### src/scsr_map.svh
// Register offsets, field positions, limits and codes for the channel status block.
// Assumes inclusion by every design module of the block (not the package), after any header comment.
// Function
// - Sensitivity outside 1..50000 gives code 5
// - Displacement outside 5..10000 gives code 6
// - Null request beyond 255 counts: code 7
// - Min/max beyond 65535 from null: code 8
// - Min/max under 100 counts from null: 8
// - Min and max same side: code 8
// - Two-point min equals max: code 8
// - Codes 9-11 and 13-15 never reported
// - Excitation not measurable gives code 12
// - Status words 1 and 5, fixed layout
// - Bits 15,11,10,7,6,3,2 always zero
// - Bit 14 shows valid calibration
// - Bit 13 shows valid configuration
// - Bit 12 ready after reset, cleared on command
// - Bits 9:8 null direction while aligning null
// - Bit 5 flags sensor read fault
// - Bit 4 measuring; else zero position
// - Bits 1:0 carry programmed sensor type
`ifndef SCSR_MAP_SVH
`define SCSR_MAP_SVH

// ----------------------------------------
// Register word indices, byte address is index times four
// ----------------------------------------
`define SCSR_IDX_CH1_STATUS 4'h1
`define SCSR_IDX_CH2_STATUS 4'h5
`define SCSR_IDX_ERROR 4'h0
`define SCSR_IDX_CTRL 4'h8
`define SCSR_IDX_CH1_CFG 4'h9
`define SCSR_IDX_CH2_CFG 4'hA
`define SCSR_IDX_CHECK 4'hB
`define SCSR_IDX_VALUE_A 4'hC
`define SCSR_IDX_VALUE_B 4'hD
`define SCSR_IDX_CLEAR 4'hE

// ----------------------------------------
// Status word fields
// ----------------------------------------
`define SCSR_BIT_CAL 14
`define SCSR_BIT_CFG 13
`define SCSR_BIT_READY 12
`define SCSR_BIT_NULL_HI 9
`define SCSR_BIT_NULL_LO 8
`define SCSR_BIT_FAULT 5
`define SCSR_BIT_MEAS 4

// ----------------------------------------
// Error codes and limits
// ----------------------------------------
`define SCSR_ERR_NONE 4'h0
`define SCSR_ERR_SENS 4'h5
`define SCSR_ERR_DISP 4'h6
`define SCSR_ERR_NULL 4'h7
`define SCSR_ERR_MINMAX 4'h8
`define SCSR_ERR_EXC 4'hC
`define SCSR_SENS_MIN 32'h0000_0001
`define SCSR_SENS_MAX 32'h0000_C350
`define SCSR_DISP_MIN 32'h0000_0005
`define SCSR_DISP_MAX 32'h0000_2710
`define SCSR_NULL_WIN 32'h0000_00FF
`define SCSR_SPAN_MAX 32'h0000_FFFF
`define SCSR_SEP_MIN 32'h0000_0064

// ----------------------------------------
// Check kinds written to the check register
// ----------------------------------------
`define SCSR_CHK_SENS 3'h1
`define SCSR_CHK_DISP 3'h2
`define SCSR_CHK_NULL 3'h3
`define SCSR_CHK_MINMAX 3'h4
`define SCSR_CHK_TWOPT 3'h5

`endif

### src/scsr_pkg.sv
// Types shared by the channel status block.
// Assumes the map header is compiled alongside.
`default_nettype none
package scsr_pkg;
   typedef struct packed {
      logic meas_mode;
      logic align_mode;
      logic null_setting;
      logic [1:0] null_dir;
      logic calibrated;
      logic configured;
      logic fault;
      logic measuring;
      logic [1:0] sensor_type;
   } scsr_chan_type;

   typedef struct packed {
      logic [3:0] paddr_idx;
      logic write;
      logic [31:0] wdata;
   } scsr_req_type;
endpackage
`default_nettype wire

### src/scsr_top.sv
// APB register bank returning module error code and two channel status words.
// Assumes a single 25 MHz pclk and asynchronous active-low presetn.
//
// Added by the designer: the APB slave port.
`include "scsr_map.svh"
`default_nettype none
module scsr_top
   import scsr_pkg::*;
(
   input wire logic pclk,
   input wire logic presetn,
   input wire logic psel,
   input wire logic penable,
   input wire logic pwrite,
   input wire logic [7:0] paddr,
   input wire logic [31:0] pwdata,
   output logic [31:0] prdata,
   output logic pready,
   output logic pslverr,
   input wire logic update_tick,
   input wire logic self_test_done,
   input wire logic command_accepted,
   input wire logic exc_measure_fail,
   input wire logic [1:0] sensor_fault,
   input wire logic [1:0] sensor_reading,
   input wire logic [1:0] calib_valid,
   input wire logic [31:0] adc_null,
   output logic [1:0] zero_motion,
   output logic [3:0] error_code,
   output logic excitation_output_pin
);
   typedef struct packed {
      logic [31:0] prdata;
      logic pready;
      logic pslverr;
      logic [3:0] err;
      logic ready_flag;
      logic done_seen;
      logic meas_mode;
      logic align_mode;
      logic [1:0] null_set;
      logic [3:0] null_dir;
      logic [1:0] cfg_valid;
      logic [3:0] sens_type;
      logic [31:0] value_a;
      logic [31:0] value_b;
      logic [15:0] word1;
      logic [15:0] word2;
      logic [1:0] zero_motion;
      logic exc_on;
   } scsr_state_type;

   scsr_state_type s_r;
   scsr_state_type s_nxt;
   scsr_chan_type chan [2];
   logic [15:0] word [2];
   logic [1:0] zm;
   logic [3:0] chk_code;
   logic [2:0] chk_kind;
   logic chk_go;
   logic [3:0] idx;
   logic wr_acc;
   logic rd_acc;
   logic mapped;

   // ----------------------------------------
   // Channel status packing
   // ----------------------------------------
   genvar g;
   generate
      for (g = 0; g < 2; g++) begin : g_chan
         always_comb begin
            chan[g].meas_mode = s_r.meas_mode;
            chan[g].align_mode = s_r.align_mode;
            chan[g].null_setting = s_r.null_set[g];
            chan[g].null_dir = s_r.null_dir[2*g +: 2];
            chan[g].calibrated = calib_valid[g];
            chan[g].configured = s_r.cfg_valid[g];
            chan[g].fault = sensor_fault[g];
            chan[g].measuring = sensor_reading[g];
            chan[g].sensor_type = s_r.sens_type[2*g +: 2];
         end
         scsr_status_word u_word (
            .chan(chan[g]),
            .word(word[g]),
            .zero_motion(zm[g])
         );
      end
   endgenerate

   // ----------------------------------------
   // Error checks
   // ----------------------------------------
   scsr_error_check u_check (
      .kind(chk_kind),
      .value_a(s_r.value_a),
      .value_b(s_r.value_b),
      .null_ref(adc_null),
      .exc_fail(exc_measure_fail & s_r.exc_on),
      .code(chk_code)
   );

   // ----------------------------------------
   // APB decode and next state
   // ----------------------------------------
   always_comb begin
      s_nxt = s_r;
      idx = paddr[5:2];
      wr_acc = psel & penable & pwrite & s_r.pready;
      rd_acc = psel & ~penable & ~pwrite;
      chk_go = 1'b0;
      chk_kind = pwdata[2:0];
      mapped = (paddr[1:0] == 2'b00) && (paddr[7:6] == 2'b00);
      if (idx == `SCSR_IDX_ERROR) begin
         mapped = mapped;
      end else if (idx == `SCSR_IDX_CH1_STATUS || idx == `SCSR_IDX_CH2_STATUS) begin
         mapped = mapped;
      end else if (idx >= `SCSR_IDX_CTRL && idx <= `SCSR_IDX_CLEAR) begin
         mapped = mapped;
      end else begin
         mapped = 1'b0;
      end

      // No wait state: setup cycle prepares, first access cycle completes
      s_nxt.pready = psel & ~penable;
      s_nxt.pslverr = psel & ~penable & ~mapped;
      if (rd_acc) begin
         if (!mapped) begin
            s_nxt.prdata = 32'h0000_0000;
         end else if (idx == `SCSR_IDX_ERROR) begin
            s_nxt.prdata = {28'h000_0000, s_r.err};
         end else if (idx == `SCSR_IDX_CH1_STATUS) begin
            s_nxt.prdata = {16'h0000, s_r.word1};
         end else if (idx == `SCSR_IDX_CH2_STATUS) begin
            s_nxt.prdata = {16'h0000, s_r.word2};
         end else if (idx == `SCSR_IDX_CTRL) begin
            s_nxt.prdata = {24'h00_0000, s_r.null_dir, s_r.null_set, s_r.align_mode, s_r.meas_mode};
         end else if (idx == `SCSR_IDX_CH1_CFG || idx == `SCSR_IDX_CH2_CFG) begin
            s_nxt.prdata = {28'h000_0000, s_r.cfg_valid, s_r.exc_on, 1'b0};
         end else if (idx == `SCSR_IDX_VALUE_A) begin
            s_nxt.prdata = s_r.value_a;
         end else if (idx == `SCSR_IDX_VALUE_B) begin
            s_nxt.prdata = s_r.value_b;
         end else begin
            s_nxt.prdata = 32'h0000_0000;
         end
      end

      if (wr_acc && mapped) begin
         if (idx == `SCSR_IDX_CTRL) begin
            s_nxt.meas_mode = pwdata[0];
            s_nxt.align_mode = pwdata[1];
            s_nxt.null_set = pwdata[3:2];
            s_nxt.null_dir = pwdata[7:4];
         end else if (idx == `SCSR_IDX_CH1_CFG) begin
            s_nxt.sens_type[1:0] = pwdata[1:0];
            s_nxt.cfg_valid[0] = pwdata[2];
            s_nxt.exc_on = pwdata[3];
         end else if (idx == `SCSR_IDX_CH2_CFG) begin
            s_nxt.sens_type[3:2] = pwdata[1:0];
            s_nxt.cfg_valid[1] = pwdata[2];
            s_nxt.exc_on = pwdata[3];
         end else if (idx == `SCSR_IDX_VALUE_A) begin
            s_nxt.value_a = pwdata;
         end else if (idx == `SCSR_IDX_VALUE_B) begin
            s_nxt.value_b = pwdata;
         end else if (idx == `SCSR_IDX_CHECK) begin
            chk_go = 1'b1;
         end else if (idx == `SCSR_IDX_CLEAR) begin
            s_nxt.err = `SCSR_ERR_NONE;
         end
      end

      // Check result latched; a clean check keeps the earlier code
      if (chk_go && chk_code != `SCSR_ERR_NONE) begin
         s_nxt.err = chk_code;
      end
      // Excitation loss is a level and is raised even over a clear
      if (exc_measure_fail && s_r.exc_on) begin
         s_nxt.err = `SCSR_ERR_EXC;
      end

      // Ready flag: raised once after self test, dropped on first command
      if (self_test_done && !s_r.done_seen) begin
         s_nxt.done_seen = 1'b1;
         s_nxt.ready_flag = 1'b1;
      end
      if (command_accepted && s_r.done_seen) begin
         s_nxt.ready_flag = 1'b0;
      end

      if (update_tick) begin
         s_nxt.word1 = word[0] | {3'b000, s_r.ready_flag, 12'h000};
         s_nxt.word2 = word[1] | {3'b000, s_r.ready_flag, 12'h000};
         s_nxt.zero_motion = zm;
      end
   end

   // ----------------------------------------
   // State register
   // ----------------------------------------
   always_ff @(posedge pclk or negedge presetn) begin
      if (!presetn) begin
         s_r <= '0;
      end else begin
         s_r <= s_nxt;
      end
   end

   assign prdata = s_r.prdata;
   assign pready = s_r.pready;
   assign pslverr = s_r.pslverr;
   assign error_code = s_r.err;
   assign zero_motion = s_r.zero_motion;
   assign excitation_output_pin = s_r.exc_on;
endmodule
`default_nettype wire

### src/scsr_status_word.sv
// Packs one channel's flags into a 16-bit status word.
// Assumes mode and setup flags registered by the caller; calibration, fault and measuring flags arrive unregistered.
`include "scsr_map.svh"
`default_nettype none
module scsr_status_word
   import scsr_pkg::*;
(
   input wire scsr_chan_type chan,
   output logic [15:0] word,
   output logic zero_motion
);
   always_comb begin
      word = 16'h0000;
      word[`SCSR_BIT_CAL] = chan.calibrated;
      word[`SCSR_BIT_CFG] = chan.configured;
      // Null field only live while setting null in alignment
      if (chan.align_mode && chan.null_setting) begin
         word[`SCSR_BIT_NULL_HI:`SCSR_BIT_NULL_LO] = chan.null_dir;
      end
      // Fault is meaningless outside alignment and measurement
      word[`SCSR_BIT_FAULT] = chan.fault & (chan.align_mode | chan.meas_mode);
      word[`SCSR_BIT_MEAS] = chan.measuring & chan.meas_mode;
      word[1:0] = chan.sensor_type;
      zero_motion = chan.meas_mode & ~chan.measuring;
   end
endmodule
`default_nettype wire

### src/scsr_error_check.sv
// Range and alignment checks that yield a module error code.
// Assumes operands are held stable for the cycle that chk_go is high.
`include "scsr_map.svh"
`default_nettype none
module scsr_error_check (
   input wire logic [2:0] kind,
   input wire logic [31:0] value_a,
   input wire logic [31:0] value_b,
   input wire logic [31:0] null_ref,
   input wire logic exc_fail,
   output logic [3:0] code
);
   logic signed [33:0] da;
   logic signed [33:0] db;
   logic [33:0] ma;
   logic [33:0] mb;
   always_comb begin
      da = $signed({2'b00, value_a}) - $signed({2'b00, null_ref});
      db = $signed({2'b00, value_b}) - $signed({2'b00, null_ref});
      ma = da[33] ? 34'(-da) : 34'(da);
      mb = db[33] ? 34'(-db) : 34'(db);
      code = `SCSR_ERR_NONE;
      case (kind)
         `SCSR_CHK_SENS: begin
            if (value_a < `SCSR_SENS_MIN || value_a > `SCSR_SENS_MAX) begin
               code = `SCSR_ERR_SENS;
            end
         end
         `SCSR_CHK_DISP: begin
            if (value_a < `SCSR_DISP_MIN || value_a > `SCSR_DISP_MAX) begin
               code = `SCSR_ERR_DISP;
            end
         end
         `SCSR_CHK_NULL: begin
            if (ma > {2'b00, `SCSR_NULL_WIN}) begin
               code = `SCSR_ERR_NULL;
            end
         end
         `SCSR_CHK_MINMAX: begin
            if (ma > {2'b00, `SCSR_SPAN_MAX} || mb > {2'b00, `SCSR_SPAN_MAX}) begin
               code = `SCSR_ERR_MINMAX;
            end else if (ma < {2'b00, `SCSR_SEP_MIN} || mb < {2'b00, `SCSR_SEP_MIN}) begin
               code = `SCSR_ERR_MINMAX;
            end else if (da[33] == db[33]) begin
               code = `SCSR_ERR_MINMAX;
            end
         end
         `SCSR_CHK_TWOPT: begin
            if (value_a == value_b) begin
               code = `SCSR_ERR_MINMAX;
            end
         end
         default: code = `SCSR_ERR_NONE;
      endcase
      // Excitation loss outranks any parameter error
      if (exc_fail) begin
         code = `SCSR_ERR_EXC;
      end
   end
endmodule
`default_nettype wire

### config.mk
export PLATFORM = sky130hd
export DESIGN_NAME = scsr_top
export DESIGN_NICKNAME = d
export VERILOG_FILES = /design/src/scsr_pkg.sv /design/src/scsr_top.sv /design/src/scsr_status_word.sv /design/src/scsr_error_check.sv
export VERILOG_INCLUDE_DIRS = /design/src
export SDC_FILE = /design/constraint.sdc
export NUM_CORES = 1
export LEC_CHECK = 0
export BUFFER_PORTS_ARGS = -buffer_cell sky130_fd_sc_hd__buf_2
export CORE_MARGIN = 1.5
export CORE_UTILIZATION = 50
export DETAILED_ROUTE_END_ITERATION = 10
export PLACE_DENSITY = 0.69
export SYNTH_ARGS = -nofsm -noshare
export SYNTH_HDL_FRONTEND = slang
export SYNTH_SLANG_ARGS = --single-unit
### constraint.sdc
create_clock -name pclk -period 4.4 [get_ports pclk]
set_clock_uncertainty 0.05 [all_clocks]
set_input_delay 0.22 -clock pclk [delete_from_list [all_inputs] [get_ports pclk]]
set_output_delay 0.22 -clock pclk [all_outputs]
set_load 0.005 [all_outputs]
# After elaboration in Yosys (flattened, before gate mapping)
# Index checks and enable logic that the tools add are counted.
[totals]
wordCells = 158
inputBits = 87
reg_bits = 153
[classes]
magnitude_cmp = 11
addsub = 4
mux = 45
eq_ne = 22
n_reduce_logical = 31
bitwise_logic = 25
[op_table]
columns = ["operator", "n"]
rows = [
  ["2-to-1 mux 32 bit", 8],
  ["> comparator 34 x 16 -> 1 bit, second input constant", 2],
  ["less-than comparator 34 x 7 -> 1 bit, second input constant", 2],
  ["2-to-1 mux 34 bit", 2],
  ["negator 34 bit", 2],
  ["subtractor 32 x 32 -> 33 bit", 2],
  ["2-to-1 mux 4 bit", 15],
  ["> comparator 34 x 8 -> 1 bit, second input constant", 1],
  ["equality test 32 bit", 1],
  ["> comparator 32 x 14 -> 1 bit, second input constant", 1],
  ["> comparator 32 x 16 -> 1 bit, second input constant", 1],
  ["less-than comparator 32 x 1 -> 1 bit, second input constant", 1],
  ["less-than comparator 32 x 3 -> 1 bit, second input constant", 1],
  ["OR 15 x 13 -> 15 bit", 2],
  ["equality test 4 bit, second input constant", 7],
  ["one-hot mux 4 bit (5 select lines)", 1],
  ["!= test 3 x 1 -> 1 bit, second input constant", 6],
  ["bitwise AND 1 bit", 13],
  ["2-to-1 mux 1 bit", 13],
  ["logical AND 1 bit", 9],
  ["2-to-1 mux 3 bit", 3],
  ["inverter 1 bit", 9],
  ["AND reduction 8 bit", 1],
  ["equality test 3 x 2 -> 1 bit, second input constant", 2],
  ["other kinds (21)", 33],
]

# Longest topological paths before layout
# Gate-level depths: netlist of the first run.
[depth]
word_depth = 13
mapped_depth = 19

# By module
# From an unflattened synthesis of the first run, not the netlist that was laid out.
[unflattened]
hier_cells = 1670
area_unflattened_um2 = 14323.7
[modules_own_cells]
columns = ["module", "seq_area_each_um2", "cells_each", "n_inst", "area_each_um2"]
rows = [
  ["scsr_error_check", 0.0, 1084, 1, 7074.3],
  ["scsr_top", 3828.7, 550, 1, 6989.2],
  ["scsr_status_word", 0.0, 18, 2, 130.1],
]

# Worst setup path after synthesis of the first run
# No wires, ideal clock.
[synth_path]
path_kind = "register to register"
start = "reg s_r[35] in the netlist's numbering"
end = "reg s_r, in the netlist error_code[0]"
n_path_buf = 0
arrival_time_ns = 4.364
setup_time_ns = 0.066
path_stages_with_launch = 18
setup_slack_ns = -0.080
path_cell_list = "dfrtp_1 inv_1 ha_1 fa_1 nand2b_1 a211oi_2 o2111ai_1 o211ai_2 o221ai_2 nor4_4 nand2_2 or4b_1 nor4b_2 mux2i_1 a31oi_1 a21o_1 o31ai_1 a41o_1"
[synth_between]
elab_chain_cells = 13
[synth_rtl]
columns = ["element", "line_no", "source"]
rows = [
  ["from (decl)", "scsr_top.sv:53", "scsr_state_type s_r;"],
  ["from (signal assigned)", "scsr_top.sv:206", "s_r <= s_nxt;"],
  ["subtractor 32 x 32 -> 33 bit", "scsr_error_check.sv:19", "db = $signed({2'b00, value_b}) - $signed({2'b00, null_ref});"],
  ["negator 34 bit", "scsr_error_check.sv:21", "mb = db[33] ? 34'(-db) : 34'(db);"],
  ["2-to-1 mux 34 bit", "scsr_error_check.sv:21", ""],
  ["less-than comparator 34 x 7 -> 1 bit", "scsr_error_check.sv:42", "end else if (ma < {2'b00, `SCSR_SEP_MIN} || mb < {2'b00, `SCSR_SEP_MIN}) begin"],
  ["logical OR 1 bit", "scsr_error_check.sv:42", ""],
  ["2-to-1 mux 4 bit", "scsr_error_check.sv:42", ""],
  ["2-to-1 mux 4 bit", "scsr_error_check.sv:40", "if (ma > {2'b00, `SCSR_SPAN_MAX} || mb > {2'b00, `SCSR_SPAN_MAX}) begin"],
  ["one-hot mux 4 bit (5 select lines) *", "scsr_error_check.sv:23", "case (kind)"],
  ["2-to-1 mux 4 bit *", "scsr_error_check.sv:56", "if (exc_fail) begin"],
  ["nonzero test 4 bit (no source line)", "-", ""],
  ["logical AND 1 bit (no source line)", "-", ""],
  ["!= test 3 x 1 -> 1 bit (no source line) (tied with other cells)", "-", ""],
  ["AND reduction 8 bit (no source line) / 2-to-1 mux 4 bit (equally long branches)", "-", ""],
]
# Mark *: on every way between the ends. The rest lies on a longest branch, timed or not.
# A chain may end at the register's enable or synchronous reset.

# Worst setup path in the final report of the first run
[layout_path]
start = "reg s_r[35] in the netlist's numbering"
end = "reg s_r, in the netlist error_code[2]"
# Same word-level chain as after synthesis.

==> impl_metrics.py, run 1 <==
metrics = {
    "outcome": {
        "status": "complete, but fails checks",
        "violations": "setup timing",
    },
    "floorplanning": {
        "die_area_sq_um": 26700,
        "core-area_sq_um": 25200,
        "die_w_microns": 163,
        "die_height_microns": 163,
        "start_util_pct": 51.1,
        "row_count": 58,
        "io_pins": 128,
    },
    "placed_design": {
        "place_congestion": 0.988,
        "place_area_sq_um": 15300,
        "hpwl_mm": 38.8,
        "numPortBuffers": 127,
    },
    "cts": {
        "cts_buffers": 17,
        "tritoncts": "done",
        "clkTransAtPathRegs_ns": 0.07,
        "htreeDepth": 4,
        "clk_path_buf_depth": 2,
        "cts-root-buf": "clkbuf_16",
        "cts_sinks": 138,
        "clk_latency_ns": 0.44,
    },
    "logic_synthesis": {
        "yosys-top-cells-area": "dfrtp_1 27%, mux2_2 7.4%, ha_1 6.4%",
        "ys_seq_elements": 138,
        "synth_top_area_share_pct": 26.8,
        "yosysWarnings": 0,
        "synthCells": 1552,
        "yosysSeqAreaShare_pct": 26.8,
        "yosys.cell_types.count": 92,
        "async_flop_share_pct": 100,
        "synth_area_sq_um": 12900,
        "synth_edf_count": 0,
        "yosys-top-cells-count": "153 x nand2_1, 138 x dfrtp_1, 113 x o21ai_0",
        "post-synth-top-count-cell": "nand2_1",
        "syn_nets": 1707,
        "synth_ff_type": "dfrtp_1",
        "syn-mean-instance-area_sq_um": 8.29,
        "yosysTopAreaCell": "dfrtp_1",
    },
    "layout": {
        "drive_gt1_share_pct": 33.8,
        "areaGrowthSynthToFinish_pct": 30.9,
        "finish.instance_area_sq_um": 16800,
        "num-nets-final": 2066,
    },
    "detailed_routing": {
        "routed_wl_mm": 50.3,
        "dr.pass1.iters": 7,
        "postRouteAntennaNets": 0,
        "drt_iter0_drc": 1378,
        "vias_per_cell": 6.25,
        "drc": 0,
        "wl_per_cell_microns": 22.3,
        "vias": 14121,
    },
    "grt": {
        "grt_max_degree": 63,
        "grt_pass1_wl_mm": 76.7,
        "grt_pass1_vias": 13695,
        "grt-ovfl-total": 0,
        "grt.total_usage_pct": 37.6,
        "antenna_found_initial": 5,
    },
    "critical_path": {
        "crit_path_end_kind": "register",
        "critPathMaxFanout": 5,
        "crit_arrival_ns": 4.87,
        "required_ns": 4.71,
        "worstSetupStartpointType": "register",
        "worst-setup-path-type": "register to register",
    },
    "power": {
        "power_density_nw_per_um2": 199,
        "leakage_uw": 0.00802,
        "peakVddDrop_uv": 225,
    },
    "run": {
        "cap_viol_max_count": 0,
    },
    "sta": {
        "drv_slew": 0,
        "period_share_pct": 104,
        "setup_tns_ns": -0.478,
        "rsz0062_at_grt": "yes",
        "whs_ns": 0.00235,
        "finalHoldViolCount": 0,
        "slew_headroom_pct": 33.3,
        "fmax_ghz": 0.220,
        "tightest_slew_ns": 0.992,
        "setup_slack_ns": -0.154,
        "setup_violations": 4,
        "fin_crit_ns": 4.55,
    },
    "worst_hold_path": {
        "hp-class": "input pin to register",
    },
}
==> layout by cell type, fill, tap and decap left out, types with 7 or more instances in the layout <==
cell and count:
xor2_1 33, o22ai_1 9, a21oi_2 12, dlygate4sd3_1 21, a22oi_1 28, buf_2 126
nor2_1 81, nand2b_1 16, a211oi_1 19, o21ai_1 14, and3_1 16, mux2_2 85
and4_1 14, nor2b_1 11, a21oi_1 98, dfrtp_1 137, or3_1 16, buf_4 282
o21ai_0 104, ha_4 12, nor3_1 32, ha_1 53, or2_2 9, a21o_1 31
o211ai_1 15, clkbuf_16 17, o21a_1 9, nor4_1 24, xnor2_1 34, nand3_1 42
mux2i_1 13, nand4_1 28, a22o_1 8, and2_1 21, a31oi_1 14, nand2_1 152
nand3b_1 7, o31ai_1 12, inv_1 70
==> state kept, by name, summed over array words and instances, names as in the netlist <==
| register | cells |
|---|---|
| error_code | 4 |
| pready | 1 |
| chan | 14 |
| zero_motion | 2 |
| pslverr | 1 |
| prdata | 32 |
| s_r | 83 |
| excitation_output_pin | 1 |
==> stage by stage <==
step,instances,total power (uW),util (%),setup WS (ns)
after floorplan,1552,1600,-,0.0395
after global placement,2169,1860,60.9,-0.278
after detailed placement,2169,1860,60.9,-0.400
after CTS,2239,3330,66.0,-0.0308
after global routing,2257,3460,66.9,-0.373
final,2258,3350,66.9,-0.154
==> repair_timing <==
item,4_1_cts,5_1_grt
gates resized for setup,84,20
hold endpoints to repair,57,2
endpoints found under the setup margin,4,4
pin swaps,36,17
gates cloned,0,0
hold buffers,19,2
setup buffers,20,13
==> final timing paths <==
check	to	startpoint	slack (ns)	cells past startpoint
min in group asynchronous	s_r[92]	presetn	0.21	2
setup / recovery	error_code[2]	s_r[35]	-0.15	21
hold reg to reg	s_r[114]	s_r[113]	0.43	1
max in group asynchronous	s_r[77]	presetn	2.91	3
setup reg to reg	error_code[2]	s_r[35]	-0.15	21
hold / removal	s_r[84]	pwdata[17]	0.002	2
==> where the power goes <==
| part | total, uW | leakage [uW] | switching (uW) | internal [uW] |
|---|---|---|---|---|
| registers | 1280 | 0.00187 | 4.82 | 1270 |
| logic | 635 | 0.00587 | 369 | 266 |
| clock network | 1440 | 0.000272 | 691 | 747 |
==> metal layers <==
metal  vias up  wire (microns)  track usage, %
met3       151            3570            5.31
li1       6519               -               -
met2       643           22700            60.5
met1      6806           21700            50.0
met4         2            2370            17.1
met5         -              14               0
==> critical path: stages, from the launching register on <==
cell	delay, ns
dfrtp_1	0.37
inv_2	0.06
ha_4	0.16
fa_2	0.34
nand2b_4	0.16
a211oi_4	0.31
buf_4	0.19
buf_4	0.10
o21ai_0	0.16
a31oi_1	0.17
buf_4	0.14
buf_4	0.11
xnor2_1	0.15
o211ai_1	0.18
nand4b_1	0.23
or3_1	0.34
a211oi_2	0.22
a21oi_1	0.09
nor4_2	0.25
nand3b_1	0.21
a2111o_1	0.43
nand4_1	0.07
==> cell families (layout without fill, tap and decap cells) <==
group,after synthesis,in the layout,share of synthesized area (%)
compound gates,486,486,25.5
xor+xnor,69,69,4.70
fa+ha+maj,68,68,6.73
buf+inv,166,538,6.19
flops,138,138,26.8
mux,98,98,8.45
other cells,0,4,0
simple gates,527,527,21.6
==> cell type report <==
| type | instances | area, sq um |
|---|---|---|
| Antenna cell | 4 | 10.0 |
| Clock buffer | 18 | 429 |
| Clock inverter | 14 | 129 |
| Fill cell | 2129 | 8340 |
| Inverter | 71 | 267 |
| Multi-Input combinational cell | 1248 | 9090 |
| Sequential cell | 138 | 3450 |
| Tap cell | 330 | 413 |
| Timing Repair Buffer | 435 | 3040 |
No activity file was read; power rests on OpenSTA's default activity.
==> inputs of run 2 (changes only) <==
- ABC_AREA: default -> 1
- GPL_TIMING_DRIVEN: default -> 0
- PLACE_DENSITY: 0.69 -> 0.68
==> impl_metrics.py, run 2 <==
metrics = {
    "critical_path": {
        "reg2reg_from": "s_r[67]",
        "required_ns": 4.65,
        "path_common_cell": "nand2_1",
        "worstRegToRegCells": 28,
        "cp_slowest_stage_delay_ns": 0.58,
        "crit_arrival_ns": 4.37,
        "worst-setup-path-type": "register to register",
        "cp_slowest_cell": "fa_2",
        "crit_path_end_kind": "register",
        "worstSetupStartpointType": "register",
        "r2r-end": "error_code[2]",
        "rrSetupSlack_ns": 0.28,
        "critPathMaxFanout": 4,
    },
    "power": {
        "peakVddDrop_uv": 271,
        "p_int_uw": 2420,
        "p_sw_uw": 1290,
        "power.share.clock_pct": 36.3,
        "p_sw_share_pct": 34.8,
        "leakage_uw": 0.00918,
        "power_density_nw_per_um2": 220,
        "combPwrFrac_pct": 28.6,
        "seqPwrFrac_pct": 35.1,
    },
    "sta": {
        "fmax_ghz": 0.243,
        "finalHoldViolCount": 0,
        "setup_violations": 0,
        "fin_crit_ns": 4.12,
        "drv_slew": 0,
        "slew_headroom_pct": 44.2,
        "whs_ns": 0.0121,
        "period_share_pct": 93.7,
        "tightest_slew_ns": 0.831,
        "setup_slack_ns": 0.277,
    },
    "detailed_routing": {
        "dr.pass1.iters": 6,
        "drt_iter0_drc": 1511,
        "drc": 0,
        "postRouteAntennaNets": 0,
        "vias_per_cell": 5.46,
        "vias": 16660,
        "routed_wl_mm": 54.2,
        "wl_per_cell_microns": 17.8,
    },
    "logic_synthesis": {
        "yosys.cell_types.count": 51,
        "yosys-top-cells-area": "dfrtp_1 24%, nand2_1 21%, inv_1 11%",
        "synth_top_area_share_pct": 23.6,
        "yosys.area_share.simple_pct": 42.0,
        "yosysWarnings": 0,
        "synth_edf_count": 0,
        "yosysTopAreaCell": "dfrtp_1",
        "yosysSeqAreaShare_pct": 23.6,
        "synthAdderAreaFrac_pct": 5.93,
        "synth_mux_area_share_pct": 1.00,
        "post-synth-top-count-cell": "nand2_1",
        "synth-compound-area-share_pct": 11.5,
        "synth_xor_area_share_pct": 1.50,
        "synth_top_family_by_area": "simple AND/OR/NAND/NOR gates",
        "synth_ff_type": "dfrtp_1",
        "syn_nets": 2619,
        "synth_area_sq_um": 14600,
        "yosys-top-cells-count": "826 x nand2_1, 416 x inv_1, 192 x nor2_1",
        "syn-mean-instance-area_sq_um": 5.93,
        "ys_seq_elements": 138,
        "synthCells": 2464,
        "async_flop_share_pct": 100,
    },
    "floorplanning": {
        "die_height_microns": 174,
        "core-area_sq_um": 28700,
        "die_area_sq_um": 30200,
        "row_count": 62,
        "start_util_pct": 50.9,
        "io_pins": 128,
        "die_w_microns": 174,
    },
    "placed_design": {
        "post-place-ws_ns": 0.00955,
        "place_congestion": 1.02,
        "place_area_sq_um": 15700,
        "numPortBuffers": 125,
        "hpwl_mm": 44.8,
        "dp_cells": 2974,
    },
    "grt": {
        "busiest_layer": "met2",
        "grt_max_degree": 73,
        "grt-ovfl-total": 0,
        "grt.total_usage_pct": 35.9,
        "antenna_found_initial": 0,
        "grt_use_met1_pct": 47.4,
        "grt_pass1_vias": 15619,
        "grt_use_met3_pct": 3.96,
        "grt_use_met2_pct": 57.5,
        "grt_pass1_wl_mm": 84.4,
    },
    "worst_hold_path": {
        "hold_path_end": "s_r[56]",
        "worst_hold_path.num_cells": 3,
        "hold_start": "pwdata[21]",
        "hp-class": "input pin to register",
    },
    "cts": {
        "clkTransAtPathRegs_ns": 0.06,
        "htreeDepth": 4,
        "clk_latency_ns": 0.43,
        "cts-root-buf": "clkbuf_16",
        "clk_path_buf_depth": 2,
        "cts_sinks": 138,
        "cts_buffers": 17,
        "tritoncts": "done",
    },
    "outcome": {
        "status": "finished clean",
    },
    "run": {
        "cap_viol_max_count": 0,
    },
    "layout": {
        "finish.instance_area_sq_um": 16900,
        "fin_cells": 3050,
        "layout_commonest_cell": "nand2_1",
        "final_core_util_pct": 58.8,
        "areaGrowthSynthToFinish_pct": 15.6,
        "num_antenna_cells": 0,
        "largest_reg_flops": 83,
        "final_cell_mix": "809 x nand2_1, 413 x inv_1, 186 x nand3_1, 179 x nor2_1, 142 x o21ai_0",
        "top_register": "s_r",
        "drive_gt1_share_pct": 15.2,
        "num-nets-final": 2809,
        "n_fill_cell": 2937,
    },
}
run 2: how the worst max path moves through the flow:
stage / from / to / slack, ns / depth (start not counted)
final: s_r[67] / error_code[2] / 0.28 / 28
after global routing: s_r[35] / error_code[0] / -0.03 / 30
after CTS: s_r[67] / error_code[2] / 0.008 / 28
after detailed placement: s_r[67] / error_code[2] / 0.01 / 28
after global placement: s_r[68] / error_code[2] / 0.10 / 27
after floorplan: s_r[67] / error_code[2] / 0.86 / 28
run 2: final cells by class:
type | count | area [sq um] | share of cell area [%]
multi-input combinational | 1811 | 9220 | 54.6
sequential | 138 | 3450 | 20.5
inverter | 439 | 1650 | 9.78
timing repair buffer | 170 | 1070 | 6.35
tap | 384 | 480 | 2.84
buffer | 77 | 462 | 2.73
clock buffer | 18 | 439 | 2.60
clock inverter | 13 | 105 | 0.622
run 2: kinds of logic after synthesis:
| kind of cell | after synthesis |
|---|---|
| AND/OR/NAND/NOR | 1409 |
| buffers and inverters | 516 |
| AO/OA/AOI/OAI | 295 |
| flip-flops | 138 |
| adder cells (fa/ha/maj) | 68 |
| XOR/XNOR | 25 |
| multiplexers | 13 |
run 2: critical path: cells and delay by family (launching register included):
family	cells	cell delay, ns
flip-flops	1	0.35
AO/OA/AOI/OAI	2	0.30
adder cells (fa/ha/maj)	3	0.97
AND/OR/NAND/NOR	22	2.20
buffers and inverters	1	0.11
run 2: metrics by stage:
step                power (uW)  TNS, ns
finish                    3710        0
global route              3900  -0.0587
floorplan                 2000        0
CTS                       3670        0
detailed placement        2320        0
global placement          2300        0
run 2: what timing repair did:
action,4_1_cts,5_1_grt
hold buffers,33,0
setup endpoints to repair,0,4
buffers inserted,0,11
hold endpoints to repair,116,0
resized for setup,0,59
run 2: power by group through the flow:
stage	clock [uW]	combinational (uW)	sequential, uW
CTS	1350	1020	1300
floorplan	0	686	1320
global route	1410	1190	1300
global placement	0	978	1320
finish	1350	1060	1300
detailed placement	0	995	1320
run 2: per-layer routing:
metal  wire length [microns]  part of all wire (%)
met4                    3050                   5.6
met5                       0                     0
met1                   23400                    43
met2                   24300                    45
met3                    3330                   6.2
==> inputs of run 3 (changes only) <==
- BUFFER_PORTS_ARGS: -buffer_cell sky130_fd_sc_hd__buf_2 -> default
- DONT_BUFFER_PORTS: default -> 1
- PLACE_DENSITY: 0.68 -> 0.65
==> impl_metrics.py, run 3 (same netlist as run 2, synthesis figures left out) <==
metrics = {
    "critical_path": {
        "cp_slowest_cell": "fa_2",
        "crit_path_end_kind": "register",
        "required_ns": 4.72,
        "path_common_cell": "nand2_1",
        "critPathMaxFanout": 10,
        "cp_slowest_stage_delay_ns": 0.38,
        "worstSetupStartpointType": "register",
        "worst-setup-path-type": "register to register",
        "crit_arrival_ns": 4.45,
    },
    "outcome": {
        "status": "finished clean",
    },
    "power": {
        "seqPwrFrac_pct": 34.0,
        "p_sw_share_pct": 33.9,
        "p_sw_uw": 1300,
        "peakVddDrop_uv": 472,
        "power.share.clock_pct": 39.7,
        "power_density_nw_per_um2": 234,
        "p_int_uw": 2530,
        "leakage_uw": 0.00869,
        "combPwrFrac_pct": 26.3,
    },
    "sta": {
        "whs_ns": 0.00996,
        "period_share_pct": 94.0,
        "finalHoldViolCount": 0,
        "fin_crit_ns": 4.14,
        "drv_slew": 0,
        "setup_violations": 0,
        "fmax_ghz": 0.242,
        "slew_headroom_pct": 42.5,
        "tightest_slew_ns": 0.856,
    },
    "detailed_routing": {
        "drt_iter0_drc": 1704,
        "vias_per_cell": 5.50,
        "wl_per_cell_microns": 17.8,
        "drc": 0,
        "routed_wl_mm": 52.1,
        "vias": 16133,
        "postRouteAntennaNets": 0,
        "dr.pass1.iters": 7,
    },
    "floorplanning": {
        "core-area_sq_um": 28700,
        "die_height_microns": 174,
        "die_w_microns": 174,
        "die_area_sq_um": 30200,
        "io_pins": 128,
        "row_count": 62,
        "start_util_pct": 50.9,
    },
    "grt": {
        "grt_pass1_vias": 15186,
        "grt_max_degree": 139,
        "grt-ovfl-total": 0,
        "grt_pass1_wl_mm": 80.9,
        "grt.total_usage_pct": 34.3,
        "antenna_found_initial": 0,
    },
    "run": {
        "cap_viol_max_count": 0,
    },
    "cts": {
        "tritoncts": "done",
        "htreeDepth": 4,
        "clk_path_buf_depth": 2,
        "cts-root-buf": "clkbuf_16",
        "cts_buffers": 17,
        "cts_sinks": 138,
        "clkTransAtPathRegs_ns": 0.06,
        "clk_latency_ns": 0.43,
    },
    "layout": {
        "largest_reg_flops": 83,
        "num-nets-final": 2692,
        "final_cell_mix": "813 x nand2_1, 410 x inv_1, 187 x nand3_1, 186 x nor2_1, 142 x o21ai_0",
        "num_antenna_cells": 0,
        "areaGrowthSynthToFinish_pct": 12.2,
        "drive_gt1_share_pct": 10.2,
        "layout_commonest_cell": "nand2_1",
        "top_register": "s_r",
        "fin_cells": 2934,
    },
    "worst_hold_path": {
        "hp-class": "input pin to register",
    },
    "placed_design": {
        "place_congestion": 1.00,
        "numPortBuffers": 0,
        "dp_cells": 2848,
        "hpwl_mm": 43.0,
    },
}
run 3: layout make-up:
class	instances	area, sq um
well taps	384	480
inverters	439	1660
clock inverters	14	183
repair buffers	54	538
fillers	2914	12300
multi-input cells	1810	9160
clock buffers	18	439
flip-flops and latches	138	3460
plain buffers	77	464
run 3: power by group through the flow:
stage          logic [uW]  registers [uW]  clock network (uW)
2_1_floorplan         686            1320                   0
3_3_place_gp          892            1320                   0
3_5_place_dp          905            1320                   0
4_1_cts               978            1300                1530
5_1_grt              1130            1300                1570
6_report             1010            1300                1520
run 3: stage by stage:
step / setup TNS (ns) / total power [uW] / setup slack [ns] / utilization (%) / instance area (sq um)
5_1_grt: -0.111 / 4010 / -0.0570 / 57.1 / 16400
4_1_cts: 0 / 3810 / 0.0220 / 56.5 / 16200
2_1_floorplan: 0 / 2000 / 0.859 / - / 14600
3_5_place_dp: 0 / 2230 / 0.0219 / 52.6 / 15100
6_report: 0 / 3830 / 0.264 / 57.1 / 16400
3_3_place_gp: 0 / 2220 / 0.0110 / 52.6 / 15100
run 3: timing repair:
action,CTS,global route
setup endpoints to repair,2,4
endpoints found under the hold margin,220,0
pin swaps,0,8
buffers inserted,1,7
hold buffers,46,0
gates resized for setup,3,43
run 3: critical path: cells and delay by family (launching register included):
| kind | cells | cell delay [ns] |
|---|---|---|
| adder cells (fa/ha/maj) | 2 | 0.60 |
| buffers and inverters | 4 | 0.59 |
| flip-flops | 1 | 0.37 |
| AND/OR/NAND/NOR | 26 | 2.43 |
run 3: metal layers:
metal / up-vias / track usage, % / part of all wire (%)
met4: 0 / 18.9 / 5.6
met2: 640 / 56.1 / 45
li1: 7936 / - / -
met5: - / 0 / 0
met3: 140 / 3.26 / 6.3
met1: 7417 / 44.6 / 43
run 3: path summary, 6_finish.rpt:
path,startpoint,to,slack [ns],cells past startpoint
min reg2reg,chan[1],s_r[4],0.45,2
min in group asynchronous,presetn,prdata[31],0.39,2
min,pwdata[1],error_code[2],0.01,3
max,s_r[35],error_code[0],0.26,32
max in group asynchronous,presetn,s_r[36],3.36,2
max reg2reg,s_r[35],error_code[0],0.26,32
